$ cat src/inc/pwr_mode_pkg.sv
// package: register map, field layout, wake sources and modes of the low-power controller
package pwr_mode_pkg;

	// register offsets (byte addresses, one word each)
	localparam logic [7:0] OFS_CLOCK_CONTROL_0 = 8'h00;
	localparam logic [7:0] OFS_CLOCK_CONTROL_1 = 8'h04;
	localparam logic [7:0] OFS_PLL_CTRL        = 8'h08;
	localparam logic [7:0] OFS_OSC_DETECT      = 8'h0C;
	localparam logic [7:0] OFS_STATUS          = 8'h10;

	// clock_control_0 fields
	localparam int CC0_PCLK_STOP_BIT  = 0;
	localparam int CC0_DIV8_BIT       = 1;
	localparam int CC0_CLOCK_OUTPUT_PIN_MAIN    = 2;
	localparam int CC0_SRC_LSB        = 3;
	// clock_control_1 fields
	localparam int CC1_ALL_OFF_BIT    = 0;
	localparam int CC1_PLL_CPU_BIT    = 1;
	localparam int CC1_DRIVE_HIGH_BIT = 2;
	// pll and oscillator-detect fields
	localparam int PLL_EN_BIT         = 0;
	localparam int OSC_DET_BIT        = 0;
	// status fields
	localparam int ST_MODE_LSB        = 0;
	localparam int ST_WAKE_NMI_BIT    = 4;
	localparam int ST_WAKE_IRQ_BIT    = 5;

	// reset values
	localparam logic       RST_PCLK_STOP  = 1'b0;
	localparam logic       RST_DIV8       = 1'b1;
	localparam logic       RST_CLOCK_OUTPUT_PIN_MAIN = 1'b0;
	localparam logic       RST_PLL_CPU    = 1'b0;
	localparam logic       RST_DRIVE_HIGH = 1'b1;
	localparam logic       RST_PLL_EN     = 1'b0;
	localparam logic       RST_OSC_DET    = 1'b0;
	localparam logic [31:0] RD_ZERO       = 32'h0000_0000;

	// width of the general-purpose i/o port image
	localparam int IO_W = 16;

	// priority field value that disables an interrupt
	localparam logic [2:0] PRIO_OFF = 3'h0;

	// wake source indices
	localparam int SRC_SERIAL = 0;
	localparam int SRC_I2C    = 1;
	localparam int SRC_KEY    = 2;
	localparam int SRC_CONV   = 3;
	localparam int SRC_TIMAB  = 4;
	localparam int SRC_TIMS   = 5;
	localparam int SRC_INT    = 6;
	localparam int SRC_CANWK  = 7;
	localparam int SRC_LVD    = 8;
	localparam int NSRC       = 9;

	// cpu clock source selection
	typedef enum logic [1:0] {
		CLK_MAIN     = 2'b00,
		CLK_SUB      = 2'b01,
		CLK_INTERNAL = 2'b10
	} cpu_src_e;

	// power mode
	typedef enum logic [1:0] {
		MODE_RUN  = 2'b00,
		MODE_WAIT = 2'b01,
		MODE_STOP = 2'b10
	} pwr_mode_e;

	// operating condition of each peripheral that may wake the device
	typedef struct packed {
		logic serial_ext_clk;   // serial unit clocked from its pin
		logic timer_event_mode; // timer a/b counting external pulses
		logic timer_src_div32;  // timer a/b counting subclock_div32
		logic conv_single;      // converter in one-shot or single-sweep
		logic can_sleep;        // bus controller in its sleep mode
	} periph_qual_s;

	// clock enables handed to the clock generator
	typedef struct packed {
		logic osc_en;          // all oscillators
		logic cpu_clk_en;      // cpu clock
		logic periph_clk_en;   // divided peripheral, serial, converter clocks
		logic subclock_div32_en; // 32-divided sub clock
	} clk_en_s;

endpackage

$ cat src/pin_hold.sv
// pin state freeze: passes live values, holds the last one while hold is asserted
`timescale 1ns/1ps
module pin_hold #(
	parameter int WIDTH = 1
) (
	// clock and reset
	input  wire logic             clk_i,
	input  wire logic             rst_n_i,
	// control
	input  wire logic             hold_i,
	// data
	input  wire logic [WIDTH-1:0] live_i,
	output logic      [WIDTH-1:0] pin_o
);

	// output flop follows live data, freezes while held
	always_ff @(posedge clk_i or negedge rst_n_i) begin
		if (!rst_n_i) begin
			pin_o <= '0;
		end else if (!hold_i) begin
			pin_o <= live_i;
		end
	end

endmodule

$ cat src/pwr_mode_ctrl.sv
// wait and stop low-power mode controller with its control registers
`timescale 1ns/1ps
module pwr_mode_ctrl (
	// clock and reset
	input  wire logic                         clk_i,
	input  wire logic                         rst_n_i,
	// register port
	input  wire logic [7:0]                   addr_i,
	input  wire logic [31:0]                  wdata_i,
	input  wire logic                         wr_i,
	input  wire logic                         rd_i,
	output logic      [31:0]                  rdata_o,
	// cpu side
	input  wire logic                         wait_instr_i,
	input  wire logic                         i_flag_i,
	input  wire logic                         nmi_n_i,
	// on-chip interrupt sources
	input  wire logic [pwr_mode_pkg::NSRC-1:0] irq_req_i,
	input  wire logic [pwr_mode_pkg::NSRC-1:0][2:0] irq_prio_i,
	input  wire pwr_mode_pkg::periph_qual_s   qual_i,
	// clock sources seen by the clock output pin
	input  wire logic                         subclock_source_i,
	input  wire logic                         main_div_clk_i,
	// port image from the i/o registers
	input  wire logic [pwr_mode_pkg::IO_W-1:0] io_level_i,
	input  wire logic [pwr_mode_pkg::IO_W-1:0] io_dir_i,
	// pins and clock controls
	output logic      [pwr_mode_pkg::IO_W-1:0] io_level_o,
	output logic      [pwr_mode_pkg::IO_W-1:0] io_dir_o,
	output logic                              clock_output_pin_o,
	output pwr_mode_pkg::clk_en_s             clk_en_o,
	output pwr_mode_pkg::cpu_src_e            cpu_src_o,
	output logic                              cpu_div8_select_o,
	output logic                              main_osc_drive_high_o,
	output logic                              pll_cpu_select_o,
	output logic                              pll_enable_o,
	output logic                              osc_stop_detect_enable_o,
	output logic                              wake_service_o
);

	// control and status state
	pwr_mode_pkg::pwr_mode_e mode_q;             // current power mode
	pwr_mode_pkg::cpu_src_e  cpu_src_q;          // cpu clock source
	logic                    pclk_stop_q;        // peripheral_clk_stop_in_wait
	logic                    div8_q;             // cpu_div8_select
	logic                    clock_output_pin_main_q;      // clock output takes divided main clock
	logic                    all_off_q;          // all_clocks_off
	logic                    pll_cpu_q;          // pll_cpu_select
	logic                    drive_high_q;       // main_osc_drive_high
	logic                    pll_en_q;           // pll_enable
	logic                    osc_det_q;          // osc_stop_detect_enable
	logic                    wake_nmi_q;         // last wake came from nmi
	logic                    wake_irq_q;         // last wake came from a peripheral
	logic                    clock_output_pin_q;           // clock output pin flop
	logic                    service_q;          // service request after wake
	logic [31:0]             rdata_q;            // read data, one cycle late

	// nmi pin synchroniser and edge detect
	logic nmi_s1_q;   // first stage, read only by the second
	logic nmi_s2_q;   // second stage
	logic nmi_s3_q;   // previous value for edge detect
	logic nmi_evt;    // falling edge on the pin

	// wake qualification
	logic [pwr_mode_pkg::NSRC-1:0] prio_on;  // priority field nonzero
	logic [pwr_mode_pkg::NSRC-1:0] ok_wait;  // source usable from wait
	logic [pwr_mode_pkg::NSRC-1:0] ok_stop;  // source usable from stop
	logic                          wake_wait;
	logic                          wake_stop;
	logic                          in_low;   // wait or stop
	logic                          stop_write; // software sets all_clocks_off

	// write decode helpers
	logic wr_cc0;
	logic wr_cc1;
	logic wr_pll;
	logic wr_osc;

	// nmi synchroniser: two flops before any logic looks at the pin
	always_ff @(posedge clk_i or negedge rst_n_i) begin
		if (!rst_n_i) begin
			nmi_s1_q <= 1'b1;
			nmi_s2_q <= 1'b1;
			nmi_s3_q <= 1'b1;
		end else begin
			nmi_s1_q <= nmi_n_i;
			nmi_s2_q <= nmi_s1_q;
			nmi_s3_q <= nmi_s2_q;
		end
	end

	// the pin is active low, so the event is the falling edge
	assign nmi_evt = nmi_s3_q && !nmi_s2_q;

	// address decode for writes
	always_comb begin
		wr_cc0 = 1'b0;
		wr_cc1 = 1'b0;
		wr_pll = 1'b0;
		wr_osc = 1'b0;
		if (wr_i && addr_i == pwr_mode_pkg::OFS_CLOCK_CONTROL_0) begin
			wr_cc0 = 1'b1;
		end else if (wr_i && addr_i == pwr_mode_pkg::OFS_CLOCK_CONTROL_1) begin
			wr_cc1 = 1'b1;
		end else if (wr_i && addr_i == pwr_mode_pkg::OFS_PLL_CTRL) begin
			wr_pll = 1'b1;
		end else if (wr_i && addr_i == pwr_mode_pkg::OFS_OSC_DETECT) begin
			wr_osc = 1'b1;
		end
	end

	// stop is entered by the write itself, while the cpu still runs
	assign stop_write = wr_cc1 && wdata_i[pwr_mode_pkg::CC1_ALL_OFF_BIT]
		&& mode_q == pwr_mode_pkg::MODE_RUN;
	assign in_low = mode_q != pwr_mode_pkg::MODE_RUN;

	// a zero priority field disables the source outright
	always_comb begin
		for (int i = 0; i < pwr_mode_pkg::NSRC; i++) begin
			prio_on[i] = irq_prio_i[i] != pwr_mode_pkg::PRIO_OFF;
		end
	end

	// sources that may wake from wait, per peripheral clock setting
	always_comb begin
		ok_wait = '1;
		// converter only counts in its single-run modes while clocks run
		ok_wait[pwr_mode_pkg::SRC_CONV] = qual_i.conv_single && !pclk_stop_q;
		// bus controller wake only while it sleeps, in either setting
		ok_wait[pwr_mode_pkg::SRC_CANWK] = qual_i.can_sleep;
		if (pclk_stop_q) begin
			// internal clocks are gone: keep only units driven from their pins or from subclock_div32
			ok_wait[pwr_mode_pkg::SRC_SERIAL] = qual_i.serial_ext_clk;
			ok_wait[pwr_mode_pkg::SRC_TIMAB]  = qual_i.timer_event_mode
				|| qual_i.timer_src_div32;
			ok_wait[pwr_mode_pkg::SRC_I2C]    = 1'b0;
			ok_wait[pwr_mode_pkg::SRC_TIMS]   = 1'b0;
		end
	end

	// sources that may wake from stop: only those running without oscillators
	always_comb begin
		ok_stop = '0;
		ok_stop[pwr_mode_pkg::SRC_KEY]    = 1'b1;
		ok_stop[pwr_mode_pkg::SRC_INT]    = 1'b1;
		ok_stop[pwr_mode_pkg::SRC_LVD]    = 1'b1;
		ok_stop[pwr_mode_pkg::SRC_TIMAB]  = qual_i.timer_event_mode;
		ok_stop[pwr_mode_pkg::SRC_SERIAL] = qual_i.serial_ext_clk;
		ok_stop[pwr_mode_pkg::SRC_CANWK]  = qual_i.can_sleep;
	end

	// wake decisions; reset needs no term here, it clears the mode directly
	assign wake_wait = nmi_evt || |(irq_req_i & prio_on & ok_wait);
	assign wake_stop = nmi_evt || |(irq_req_i & prio_on & ok_stop);

	// power mode sequencer
	always_ff @(posedge clk_i or negedge rst_n_i) begin
		if (!rst_n_i) begin
			mode_q <= pwr_mode_pkg::MODE_RUN;
		end else begin
			case (mode_q)
				pwr_mode_pkg::MODE_RUN: begin
					// the register write wins over a wait issued alongside it
					if (stop_write) begin
						mode_q <= pwr_mode_pkg::MODE_STOP;
					end else if (wait_instr_i) begin
						mode_q <= pwr_mode_pkg::MODE_WAIT;
					end
				end
				pwr_mode_pkg::MODE_WAIT: begin
					if (wake_wait) begin
						mode_q <= pwr_mode_pkg::MODE_RUN;
					end
				end
				pwr_mode_pkg::MODE_STOP: begin
					if (wake_stop) begin
						mode_q <= pwr_mode_pkg::MODE_RUN;
					end
				end
				default: begin
					mode_q <= pwr_mode_pkg::MODE_RUN;
				end
			endcase
		end
	end

	// wake cause flags, refreshed on every wake
	always_ff @(posedge clk_i or negedge rst_n_i) begin
		if (!rst_n_i) begin
			wake_nmi_q <= 1'b0;
			wake_irq_q <= 1'b0;
		end else if ((mode_q == pwr_mode_pkg::MODE_WAIT && wake_wait)
			|| (mode_q == pwr_mode_pkg::MODE_STOP && wake_stop)) begin
			wake_nmi_q <= nmi_evt;
			wake_irq_q <= !nmi_evt;
		end
	end

	// service request one cycle after a peripheral wake, once the cpu clocks;
	// the routine runs only if software left the global flag set
	always_ff @(posedge clk_i or negedge rst_n_i) begin
		if (!rst_n_i) begin
			service_q <= 1'b0;
		end else begin
			service_q <= i_flag_i && !nmi_evt
				&& ((mode_q == pwr_mode_pkg::MODE_WAIT && wake_wait)
				|| (mode_q == pwr_mode_pkg::MODE_STOP && wake_stop));
		end
	end

	// clock_control_0; wait leaves the cpu selection untouched so it resumes as is
	always_ff @(posedge clk_i or negedge rst_n_i) begin
		if (!rst_n_i) begin
			pclk_stop_q   <= pwr_mode_pkg::RST_PCLK_STOP;
			div8_q        <= pwr_mode_pkg::RST_DIV8;
			clock_output_pin_main_q <= pwr_mode_pkg::RST_CLOCK_OUTPUT_PIN_MAIN;
			cpu_src_q     <= pwr_mode_pkg::CLK_MAIN;
		end else if (stop_write) begin
			// forced in the same cycle as the stop entry; sub clock ignores it
			div8_q <= 1'b1;
		end else if (wr_cc0 && !in_low) begin
			pclk_stop_q   <= wdata_i[pwr_mode_pkg::CC0_PCLK_STOP_BIT];
			div8_q        <= wdata_i[pwr_mode_pkg::CC0_DIV8_BIT];
			clock_output_pin_main_q <= wdata_i[pwr_mode_pkg::CC0_CLOCK_OUTPUT_PIN_MAIN];
			cpu_src_q     <= pwr_mode_pkg::cpu_src_e'(
				wdata_i[pwr_mode_pkg::CC0_SRC_LSB +: 2]);
		end
	end

	// clock_control_1; all_clocks_off stands for the whole stop and drops on wake
	always_ff @(posedge clk_i or negedge rst_n_i) begin
		if (!rst_n_i) begin
			all_off_q    <= 1'b0;
			pll_cpu_q    <= pwr_mode_pkg::RST_PLL_CPU;
			drive_high_q <= pwr_mode_pkg::RST_DRIVE_HIGH;
		end else if (mode_q == pwr_mode_pkg::MODE_STOP) begin
			all_off_q <= !wake_stop;
		end else if (wr_cc1 && !in_low) begin
			all_off_q    <= wdata_i[pwr_mode_pkg::CC1_ALL_OFF_BIT];
			pll_cpu_q    <= wdata_i[pwr_mode_pkg::CC1_PLL_CPU_BIT];
			// writing stop forces high drive whatever the written value
			drive_high_q <= wdata_i[pwr_mode_pkg::CC1_DRIVE_HIGH_BIT]
				|| wdata_i[pwr_mode_pkg::CC1_ALL_OFF_BIT];
		end
	end

	// pll and oscillator-detect enables; software must clear both before
	// stop, nothing here overrides a careless setting
	always_ff @(posedge clk_i or negedge rst_n_i) begin
		if (!rst_n_i) begin
			pll_en_q  <= pwr_mode_pkg::RST_PLL_EN;
			osc_det_q <= pwr_mode_pkg::RST_OSC_DET;
		end else begin
			if (wr_pll && !in_low) begin
				pll_en_q <= wdata_i[pwr_mode_pkg::PLL_EN_BIT];
			end
			if (wr_osc && !in_low) begin
				osc_det_q <= wdata_i[pwr_mode_pkg::OSC_DET_BIT];
			end
		end
	end

	// clock output pin: sub clock always toggles in wait; main-divided freezes
	// in wait when peripheral clocks stop; everything freezes in stop
	always_ff @(posedge clk_i or negedge rst_n_i) begin
		if (!rst_n_i) begin
			clock_output_pin_q <= 1'b0;
		end else if (mode_q == pwr_mode_pkg::MODE_STOP) begin
			clock_output_pin_q <= clock_output_pin_q;
		end else if (mode_q == pwr_mode_pkg::MODE_WAIT && clock_output_pin_main_q && pclk_stop_q) begin
			clock_output_pin_q <= clock_output_pin_q;
		end else if (clock_output_pin_main_q) begin
			clock_output_pin_q <= main_div_clk_i;
		end else begin
			clock_output_pin_q <= subclock_source_i;
		end
	end

	// clock enables follow the mode directly so they drop on the entry edge
	always_comb begin
		clk_en_o.osc_en            = mode_q != pwr_mode_pkg::MODE_STOP;
		clk_en_o.cpu_clk_en        = mode_q == pwr_mode_pkg::MODE_RUN;
		clk_en_o.periph_clk_en     = mode_q == pwr_mode_pkg::MODE_RUN
			|| (mode_q == pwr_mode_pkg::MODE_WAIT && !pclk_stop_q);
		clk_en_o.subclock_div32_en = mode_q != pwr_mode_pkg::MODE_STOP;
	end

	// i/o retention: level and direction frozen through wait and stop
	pin_hold #(
		.WIDTH (pwr_mode_pkg::IO_W)
	) u_level_hold (
		.clk_i   (clk_i),
		.rst_n_i (rst_n_i),
		.hold_i  (in_low),
		.live_i  (io_level_i),
		.pin_o   (io_level_o)
	);

	pin_hold #(
		.WIDTH (pwr_mode_pkg::IO_W)
	) u_dir_hold (
		.clk_i   (clk_i),
		.rst_n_i (rst_n_i),
		.hold_i  (in_low),
		.live_i  (io_dir_i),
		.pin_o   (io_dir_o)
	);

	// read data register; unmapped addresses read zero
	always_ff @(posedge clk_i or negedge rst_n_i) begin
		if (!rst_n_i) begin
			rdata_q <= pwr_mode_pkg::RD_ZERO;
		end else if (!rd_i) begin
			rdata_q <= pwr_mode_pkg::RD_ZERO;
		end else if (addr_i == pwr_mode_pkg::OFS_CLOCK_CONTROL_0) begin
			rdata_q <= pwr_mode_pkg::RD_ZERO;
			rdata_q[pwr_mode_pkg::CC0_PCLK_STOP_BIT] <= pclk_stop_q;
			rdata_q[pwr_mode_pkg::CC0_DIV8_BIT]      <= div8_q;
			rdata_q[pwr_mode_pkg::CC0_CLOCK_OUTPUT_PIN_MAIN]   <= clock_output_pin_main_q;
			rdata_q[pwr_mode_pkg::CC0_SRC_LSB +: 2]  <= cpu_src_q;
		end else if (addr_i == pwr_mode_pkg::OFS_CLOCK_CONTROL_1) begin
			rdata_q <= pwr_mode_pkg::RD_ZERO;
			rdata_q[pwr_mode_pkg::CC1_ALL_OFF_BIT]    <= all_off_q;
			rdata_q[pwr_mode_pkg::CC1_PLL_CPU_BIT]    <= pll_cpu_q;
			rdata_q[pwr_mode_pkg::CC1_DRIVE_HIGH_BIT] <= drive_high_q;
		end else if (addr_i == pwr_mode_pkg::OFS_PLL_CTRL) begin
			rdata_q <= pwr_mode_pkg::RD_ZERO;
			rdata_q[pwr_mode_pkg::PLL_EN_BIT] <= pll_en_q;
		end else if (addr_i == pwr_mode_pkg::OFS_OSC_DETECT) begin
			rdata_q <= pwr_mode_pkg::RD_ZERO;
			rdata_q[pwr_mode_pkg::OSC_DET_BIT] <= osc_det_q;
		end else if (addr_i == pwr_mode_pkg::OFS_STATUS) begin
			rdata_q <= pwr_mode_pkg::RD_ZERO;
			rdata_q[pwr_mode_pkg::ST_MODE_LSB +: 2]  <= mode_q;
			rdata_q[pwr_mode_pkg::ST_WAKE_NMI_BIT]   <= wake_nmi_q;
			rdata_q[pwr_mode_pkg::ST_WAKE_IRQ_BIT]   <= wake_irq_q;
		end else begin
			rdata_q <= pwr_mode_pkg::RD_ZERO;
		end
	end

	// outputs
	assign rdata_o                  = rdata_q;
	assign clock_output_pin_o       = clock_output_pin_q;
	assign cpu_src_o                = cpu_src_q;  // kept across wake
	assign cpu_div8_select_o        = div8_q;
	assign main_osc_drive_high_o    = drive_high_q;
	assign pll_cpu_select_o         = pll_cpu_q;
	assign pll_enable_o             = pll_en_q;
	assign osc_stop_detect_enable_o = osc_det_q;
	assign wake_service_o           = service_q;

endmodule

$ cat config.mk
export PLATFORM = sky130hd
export DESIGN_NAME = pwr_mode_ctrl
export DESIGN_NICKNAME = d
export VERILOG_FILES = /design/src/inc/pwr_mode_pkg.sv /design/src/pin_hold.sv /design/src/pwr_mode_ctrl.sv
export SDC_FILE = /design/constraint.sdc
export NUM_CORES = 1
export LEC_CHECK = 0
export BUFFER_PORTS_ARGS = -buffer_cell sky130_fd_sc_hd__buf_2
export CAP_MARGIN = 20
export CORE_AREA = 2 2 99 77
export DETAILED_ROUTE_END_ITERATION = 7
export DIE_AREA = 0 0 101 79
export PLACE_DENSITY = 0.86
export SYNTH_ARGS = -nofsm -noshare
export SYNTH_HDL_FRONTEND = slang
export SYNTH_SLANG_ARGS = --single-unit
$ cat constraint.sdc
create_clock -name clk_i -period 2.01 [get_ports clk_i]
set_input_delay 0.1005 -clock clk_i [delete_from_list [all_inputs] [get_ports clk_i]]
set_output_delay 0.1005 -clock clk_i [all_outputs]
set_load 0.02 [all_outputs]
==> flow_summary.json, run 1 <==
{
  "status": "finished clean",
  "tns_ns": 0,
  "synthCells": 224,
  "route.vias.total": 2329,
  "ant_nets": 0,
  "dpl.hpwl_microns": 5000,
  "cts_tree": "done",
  "finalWirelength_microns": 6770,
  "synth.ff_latch_count": 57,
  "rsz0062_at_grt": "false",
  "maxSlewViolCount": 0,
  "htreeDepth": 3,
  "hold_viol": 0,
  "dieArea_sq_um": 7980,
  "final_common_cell": "buf_2",
  "die_x_microns": 101,
  "synth_area_leaders": "dfrtp_1, mux2_2, buf_4",
  "post_cts_resized": 0,
  "viasPerCell": 4.74,
  "fmax_mhz": 564,
  "diodes": 0,
  "grt_pass1_wl_microns": 11000,
  "synth.largest_area_cell": "dfrtp_1",
  "portBuffers": 145,
  "cts_made_buffers": 9,
  "fin_crit_ns": 1.77,
  "drc": 0,
  "clock_path_buffers": 2,
  "max-vdd-ir-drop_mv": 0.557,
  "crit_required_ns": 2.21,
  "insertion_delay_ns": 0.31,
  "globalplace.congestion": 0.768,
  "timing.reg2reg.worst_path_depth": 5,
  "area_growth_pct": 43.2,
  "hold_ws_ns": 0.0210,
  "grt_pass1_vias": 2336,
  "seq_area_frac_synth": 0.526,
  "ios": 199,
  "grt_max_degree": 40,
  "grtUsageTotal": 0.176,
  "drt-pass1-iter-count": 5,
  "synth_cell_types": 45,
  "cts_hold_buf": 16,
  "synth_edf_count": 0,
  "antenna_found_initial": 0,
  "setup_viol": 0,
  "stdcell_count": 491,
  "synthFlopType": "dfrtp_1",
  "use_met2": 0.290,
  "routedWlPerCell_microns": 13.8,
  "root_buffer": "clkbuf_8",
  "met1_usage": 0.213,
  "initial_core_util": 0.384,
  "finalCritPeriodShare": 0.882,
  "synth_top_area_frac": 0.478,
  "ys.warnings.count": 0,
  "syn_avg_cell_area_sq_um": 12.2,
  "cts.reportedPaths.clkPinSlew_ns": 0.06,
  "drv_cap": 0,
  "rows": 27,
  "total_leakage_power_nw": 1.99,
  "busiest_layer": "met2",
  "grt_use_met3": 0.0722,
  "cts_sinks": 57,
  "placed_cells": 455,
  "drive_gt1_frac": 0.532,
  "worstSetupPathType": "flip-flop to flip-flop",
  "hold_path_class": "input port to flip-flop",
  "crit_fanout": 5,
  "nNetsFinal": 522,
  "end_kind": "flip-flop",
  "finalClockSkew_ns": 0.00282,
  "fp.dieH_microns": 79,
  "cp-start-kind": "flip-flop",
  "p_per_area_nw_per_um2": 742,
  "synthesis.area_sq_um": 2720,
  "async_flop_share": 1.00,
  "hold_depth": 2,
  "core_area_sq_um": 7090,
  "overflow": 0,
  "postCtsSetupRepairBufs": 0,
  "fillers": 609,
  "worstPathArrival_ns": 1.97,
  "final_cell_mix": "buf_2, dfrtp_1, mux2_2",
  "drt-initial-drc-count": 79
}
[layout make-up]
class                   instances  area, sq um  share of cell area
multi-input cells             150         1130               0.289
repair buffers                173         1000               0.257
clock buffers                  12          155              0.0398
clock inverters                 3         40.0              0.0103
well taps                      87          109              0.0279
inverters                       9         33.8             0.00866
flip-flops and latches         57         1430               0.367
[synth_stat cells, types with 2 or more instances]
| library cell | n |
|---|---|
| a21oi_1 | 5 |
| a22oi_1 | 3 |
| a31oi_1 | 2 |
| and2_1 | 2 |
| and3_1 | 2 |
| buf_2 | 3 |
| buf_4 | 27 |
| clkbuf_1 | 2 |
| dfrtp_1 | 52 |
| dfstp_2 | 5 |
| inv_1 | 9 |
| mux2_2 | 34 |
| mux2_4 | 3 |
| mux2i_1 | 2 |
| nand2_1 | 7 |
| nand2b_1 | 3 |
| nand3_1 | 3 |
| nand4_1 | 3 |
| nor2_1 | 9 |
| nor2b_1 | 4 |
| nor3_1 | 5 |
| o211a_1 | 3 |
| o21ai_0 | 8 |
| o31ai_1 | 7 |
[cell families (layout without fill, tap and decap cells)]
family / count (synthesis) / after routing / share of synthesized area
DFF: 57 / 57 / 0.526
other: 1 / 26 / 0.00138
AOI/OAI and AO/OA: 40 / 40 / 0.107
buffers and inverters: 42 / 197 / 0.0970
and+or+nand+nor: 45 / 45 / 0.104
muxes: 39 / 39 / 0.165
[layer usage]
layer	vias up	share of wire
li1	1103	-
met1	1099	0.41
met2	117	0.49
met3	10	0.086
met4	0	0.012
met5	-	0
[worst max-delay path: stages, from the launching register on]
cell and delay [ns]:
dfrtp_1 0.42, nand2b_1 0.12, o32ai_1 0.07, or4_1 0.50, o211a_1 0.26, a221o_1 0.29
[state kept, by name, indices dropped and copies added, names as in the netlist, 2 cells and up]
signal              cells
cpu_src_o               2
rdata_o                 6
mode_q                  2
u_level_hold.pin_o     16
u_dir_hold.pin_o       16
[stage by stage]
step | total power, W | cell area [sq um] | util | setup WS [ns]
after CTS | 0.00293 | 3850 | 0.543 | 0.236
after global placement | 0.00182 | 3490 | 0.492 | 0.205
final | 0.00289 | 3900 | 0.550 | 0.237
after floorplan | 0.00163 | 2820 | - | 0.243
after detailed placement | 0.00184 | 3490 | 0.492 | 0.207
after global routing | 0.00305 | 3900 | 0.550 | 0.164
[path summary, 6_finish.rpt]
check | end | slack (ns) | start
min in group asynchronous | pll_enable_o | 0.16 | rst_n_i
max in group asynchronous | nmi_s3_q | 1.23 | rst_n_i
max | wake_irq_q | 0.24 | pclk_stop_q
max reg2reg | wake_irq_q | 0.24 | pclk_stop_q
min | u_dir_hold.pin_o[11] | 0.02 | io_dir_i[11]
min reg2reg | nmi_s2_q | 0.36 | nmi_s1_q
[power breakdown]
group | switching [W] | internal (W) | total [W]
Clock | 0.000408 | 0.000629 | 0.00104
Combinational | 0.000312 | 0.000252 | 0.000564
Sequential | 0.0000521 | 0.00124 | 0.00129
Total | 0.000771 | 0.00212 | 0.00289
(Power assumes the default switching activity.)
==> inputs of run 2 (changes only) <==
--- a/config.mk
+++ b/config.mk
@@ -7,10 +7,11 @@
 export LEC_CHECK = 0
 export BUFFER_PORTS_ARGS = -buffer_cell sky130_fd_sc_hd__buf_2
 export CAP_MARGIN = 20
-export CORE_AREA = 2 2 99 77
+export CORE_AREA = 4 4 101 79
 export DETAILED_ROUTE_END_ITERATION = 7
-export DIE_AREA = 0 0 101 79
+export DIE_AREA = 0 0 105 83
 export PLACE_DENSITY = 0.86
+export SETUP_SLACK_MARGIN = 0.3
 export SYNTH_ARGS = -nofsm -noshare
 export SYNTH_HDL_FRONTEND = slang
 export SYNTH_SLANG_ARGS = --single-unit
==> run 2 against run 1 <==
Net effect: sequential power about the same; sequential cell count did not move; worst setup slack improved by 0.048 ns; critical path depth unchanged; worst hold slack gained 0.011 ns; routed wire length grew 10%; die area is 9.2% higher; total power grew 1.9%; maximum frequency rose by 2.8%; global-route usage shrank 0.23 points; non-clock buffer count is 20 higher; clock skew is 0.0068 ns higher; highest routed layer unchanged.
==> flow_summary.json, run 2 (synthesis results as in run 1) <==
{
  "grt_pass1_wl_microns": 12200,
  "grt_pass1_vias": 2548,
  "worstPathBufferInverterCount": 1,
  "grt_max_degree": 58,
  "htreeDepth": 3,
  "max_stage_delay_ns": 0.53,
  "core_area_sq_um": 7090,
  "insertion_delay_ns": 0.34,
  "nNetsFinal": 542,
  "dieArea_sq_um": 8720,
  "cp-start-kind": "flip-flop",
  "cts_tree": "done",
  "regArea_sq_um": 1430,
  "fp.dieH_microns": 83,
  "status": "finished clean",
  "final_cell_mix": "buf_2, dfrtp_1, dlygate4sd3_1",
  "drt-initial-drc-count": 116,
  "tns_ns": 0,
  "placed_cells": 455,
  "fmax_mhz": 580,
  "finalWirelength_microns": 7450,
  "globalplace.congestion": 0.806,
  "timing.reg2reg.worst_path_depth": 5,
  "internal_power_w": 0.00212,
  "worstPathArrival_ns": 1.95,
  "area_growth_pct": 50.9,
  "root_buffer": "clkbuf_8",
  "grtUsageTotal": 0.174,
  "final_common_cell": "buf_2",
  "pwr-share-comb": 0.203,
  "rsz0062_at_grt": "true",
  "p_clk_frac": 0.360,
  "total_leakage_power_nw": 2.07,
  "ios": 199,
  "die_x_microns": 105,
  "fillers": 585,
  "route.vias.total": 2431,
  "setup_viol": 0,
  "diodes": 0,
  "fin_crit_ns": 1.72,
  "startpoint": "pclk_stop_q",
  "initial_core_util": 0.384,
  "drc": 0,
  "crit_family": "simple AND/OR/NAND/NOR gates",
  "crit_path_top_delay_cell": "or4_1",
  "cts_made_buffers": 9,
  "rows": 27,
  "seqPwrFrac": 0.437,
  "path_cells": "buf_4 -> nor3b_1 -> or4_1 -> o211a_1 -> a221o_1",
  "crit_required_ns": 2.24,
  "routedWlPerCell_microns": 14.6,
  "worstSetupPathType": "flip-flop to flip-flop",
  "antenna_found_initial": 0,
  "place_area_sq_um": 3490,
  "hold_viol": 0,
  "ant_nets": 0,
  "cp_num_cells": 5,
  "drt-pass1-iter-count": 4,
  "end_kind": "flip-flop",
  "drv_cap": 0,
  "p_sw_frac": 0.281,
  "switching_power_w": 0.000827,
  "crit_fanout": 4,
  "max-vdd-ir-drop_mv": 0.432,
  "finalClockSkew_ns": 0.00962,
  "r2r_start": "pclk_stop_q",
  "design_area_sq_um": 4110,
  "maxSlewViolCount": 0,
  "hold_depth": 2,
  "overflow": 0,
  "multi_input_area_sq_um": 1130,
  "finalCritPeriodShare": 0.858,
  "cts_sinks": 57,
  "hp-start": "addr_i[2]",
  "hold_path_class": "input port to flip-flop",
  "dpl.hpwl_microns": 5380,
  "stdcell_count": 512,
  "portBuffers": 145,
  "clock_path_buffers": 2,
  "p_per_area_nw_per_um2": 717,
  "drive_gt1_frac": 0.515,
  "viasPerCell": 4.75,
  "cts.reportedPaths.clkPinSlew_ns": 0.07
}
==> run 2: cell count changes in the layout (fill, tap and decap cells not counted) <==
cell | before | now
dfrtp_2 | 0 | 1
buf_8 | 0 | 1
dlygate4sd3_1 | 21 | 40
clkinvlp_4 | 0 | 2
nor2_2 | 0 | 1
dfrtp_1 | 52 | 51
clkbuf_8 | 11 | 10
nor2_1 | 8 | 7
==> run 2: area by class of cell <==
type | instances | area share
inverter | 9 | 0.00822
multi-input combinational | 150 | 0.275
timing repair buffer | 193 | 0.294
clock inverter | 5 | 0.0134
tap | 87 | 0.0265
sequential | 57 | 0.349
clock buffer | 11 | 0.0344
==> run 2: per-stage QoR <==
| step | util | hold WS (ns) | power, W | setup WS, ns |
|---|---|---|---|---|
| after floorplan | - | -0.195 | 0.00164 | 0.300 |
| after global placement | 0.492 | 0.115 | 0.00182 | 0.172 |
| after detailed placement | 0.492 | 0.126 | 0.00184 | 0.204 |
| after CTS | 0.577 | 0.00333 | 0.00298 | 0.235 |
| after global routing | 0.579 | 0.0241 | 0.00310 | 0.204 |
| final | 0.579 | 0.0320 | 0.00295 | 0.285 |
==> run 2: what timing repair did <==
| item | CTS | global route |
|---|---|---|
| endpoints found under the hold margin | 92 | 0 |
| gates resized for setup | 0 | 4 |
| buffers inserted | 0 | 1 |
| hold buffers | 40 | 0 |
| endpoints found under the setup margin | 1 | 7 |
| cloned | 0 | 0 |
==> run 2: power by group through the flow <==
stage | clock [W] | combinational, W | sequential (W)
after global routing | 0.00115 | 0.000648 | 0.00130
after global placement | 0 | 0.000519 | 0.00130
after CTS | 0.00110 | 0.000594 | 0.00129
after floorplan | 0 | 0.000241 | 0.00139
final | 0.00106 | 0.000598 | 0.00129
after detailed placement | 0 | 0.000534 | 0.00131
==> run 2: path summary, 6_finish.rpt <==
| check | endpoint | slack, ns |
|---|---|---|
| min in group asynchronous | pll_enable_o | 0.29 |
| max | wake_irq_q | 0.29 |
| min | pll_enable_o | 0.03 |
| max in group asynchronous | nmi_s2_q | 1.41 |
| max reg2reg | wake_irq_q | 0.29 |
| min reg2reg | nmi_s2_q | 0.36 |
==> run 2: per-layer routing <==
metal | GRT usage | part of all wire | vias to the layer above
li1 | - | - | 1148
met1 | 0.200 | 0.39 | 1172
met2 | 0.295 | 0.52 | 102
met3 | 0.0723 | 0.078 | 9
met4 | 0.0513 | 0.012 | 0
met5 | 0 | 0 | -
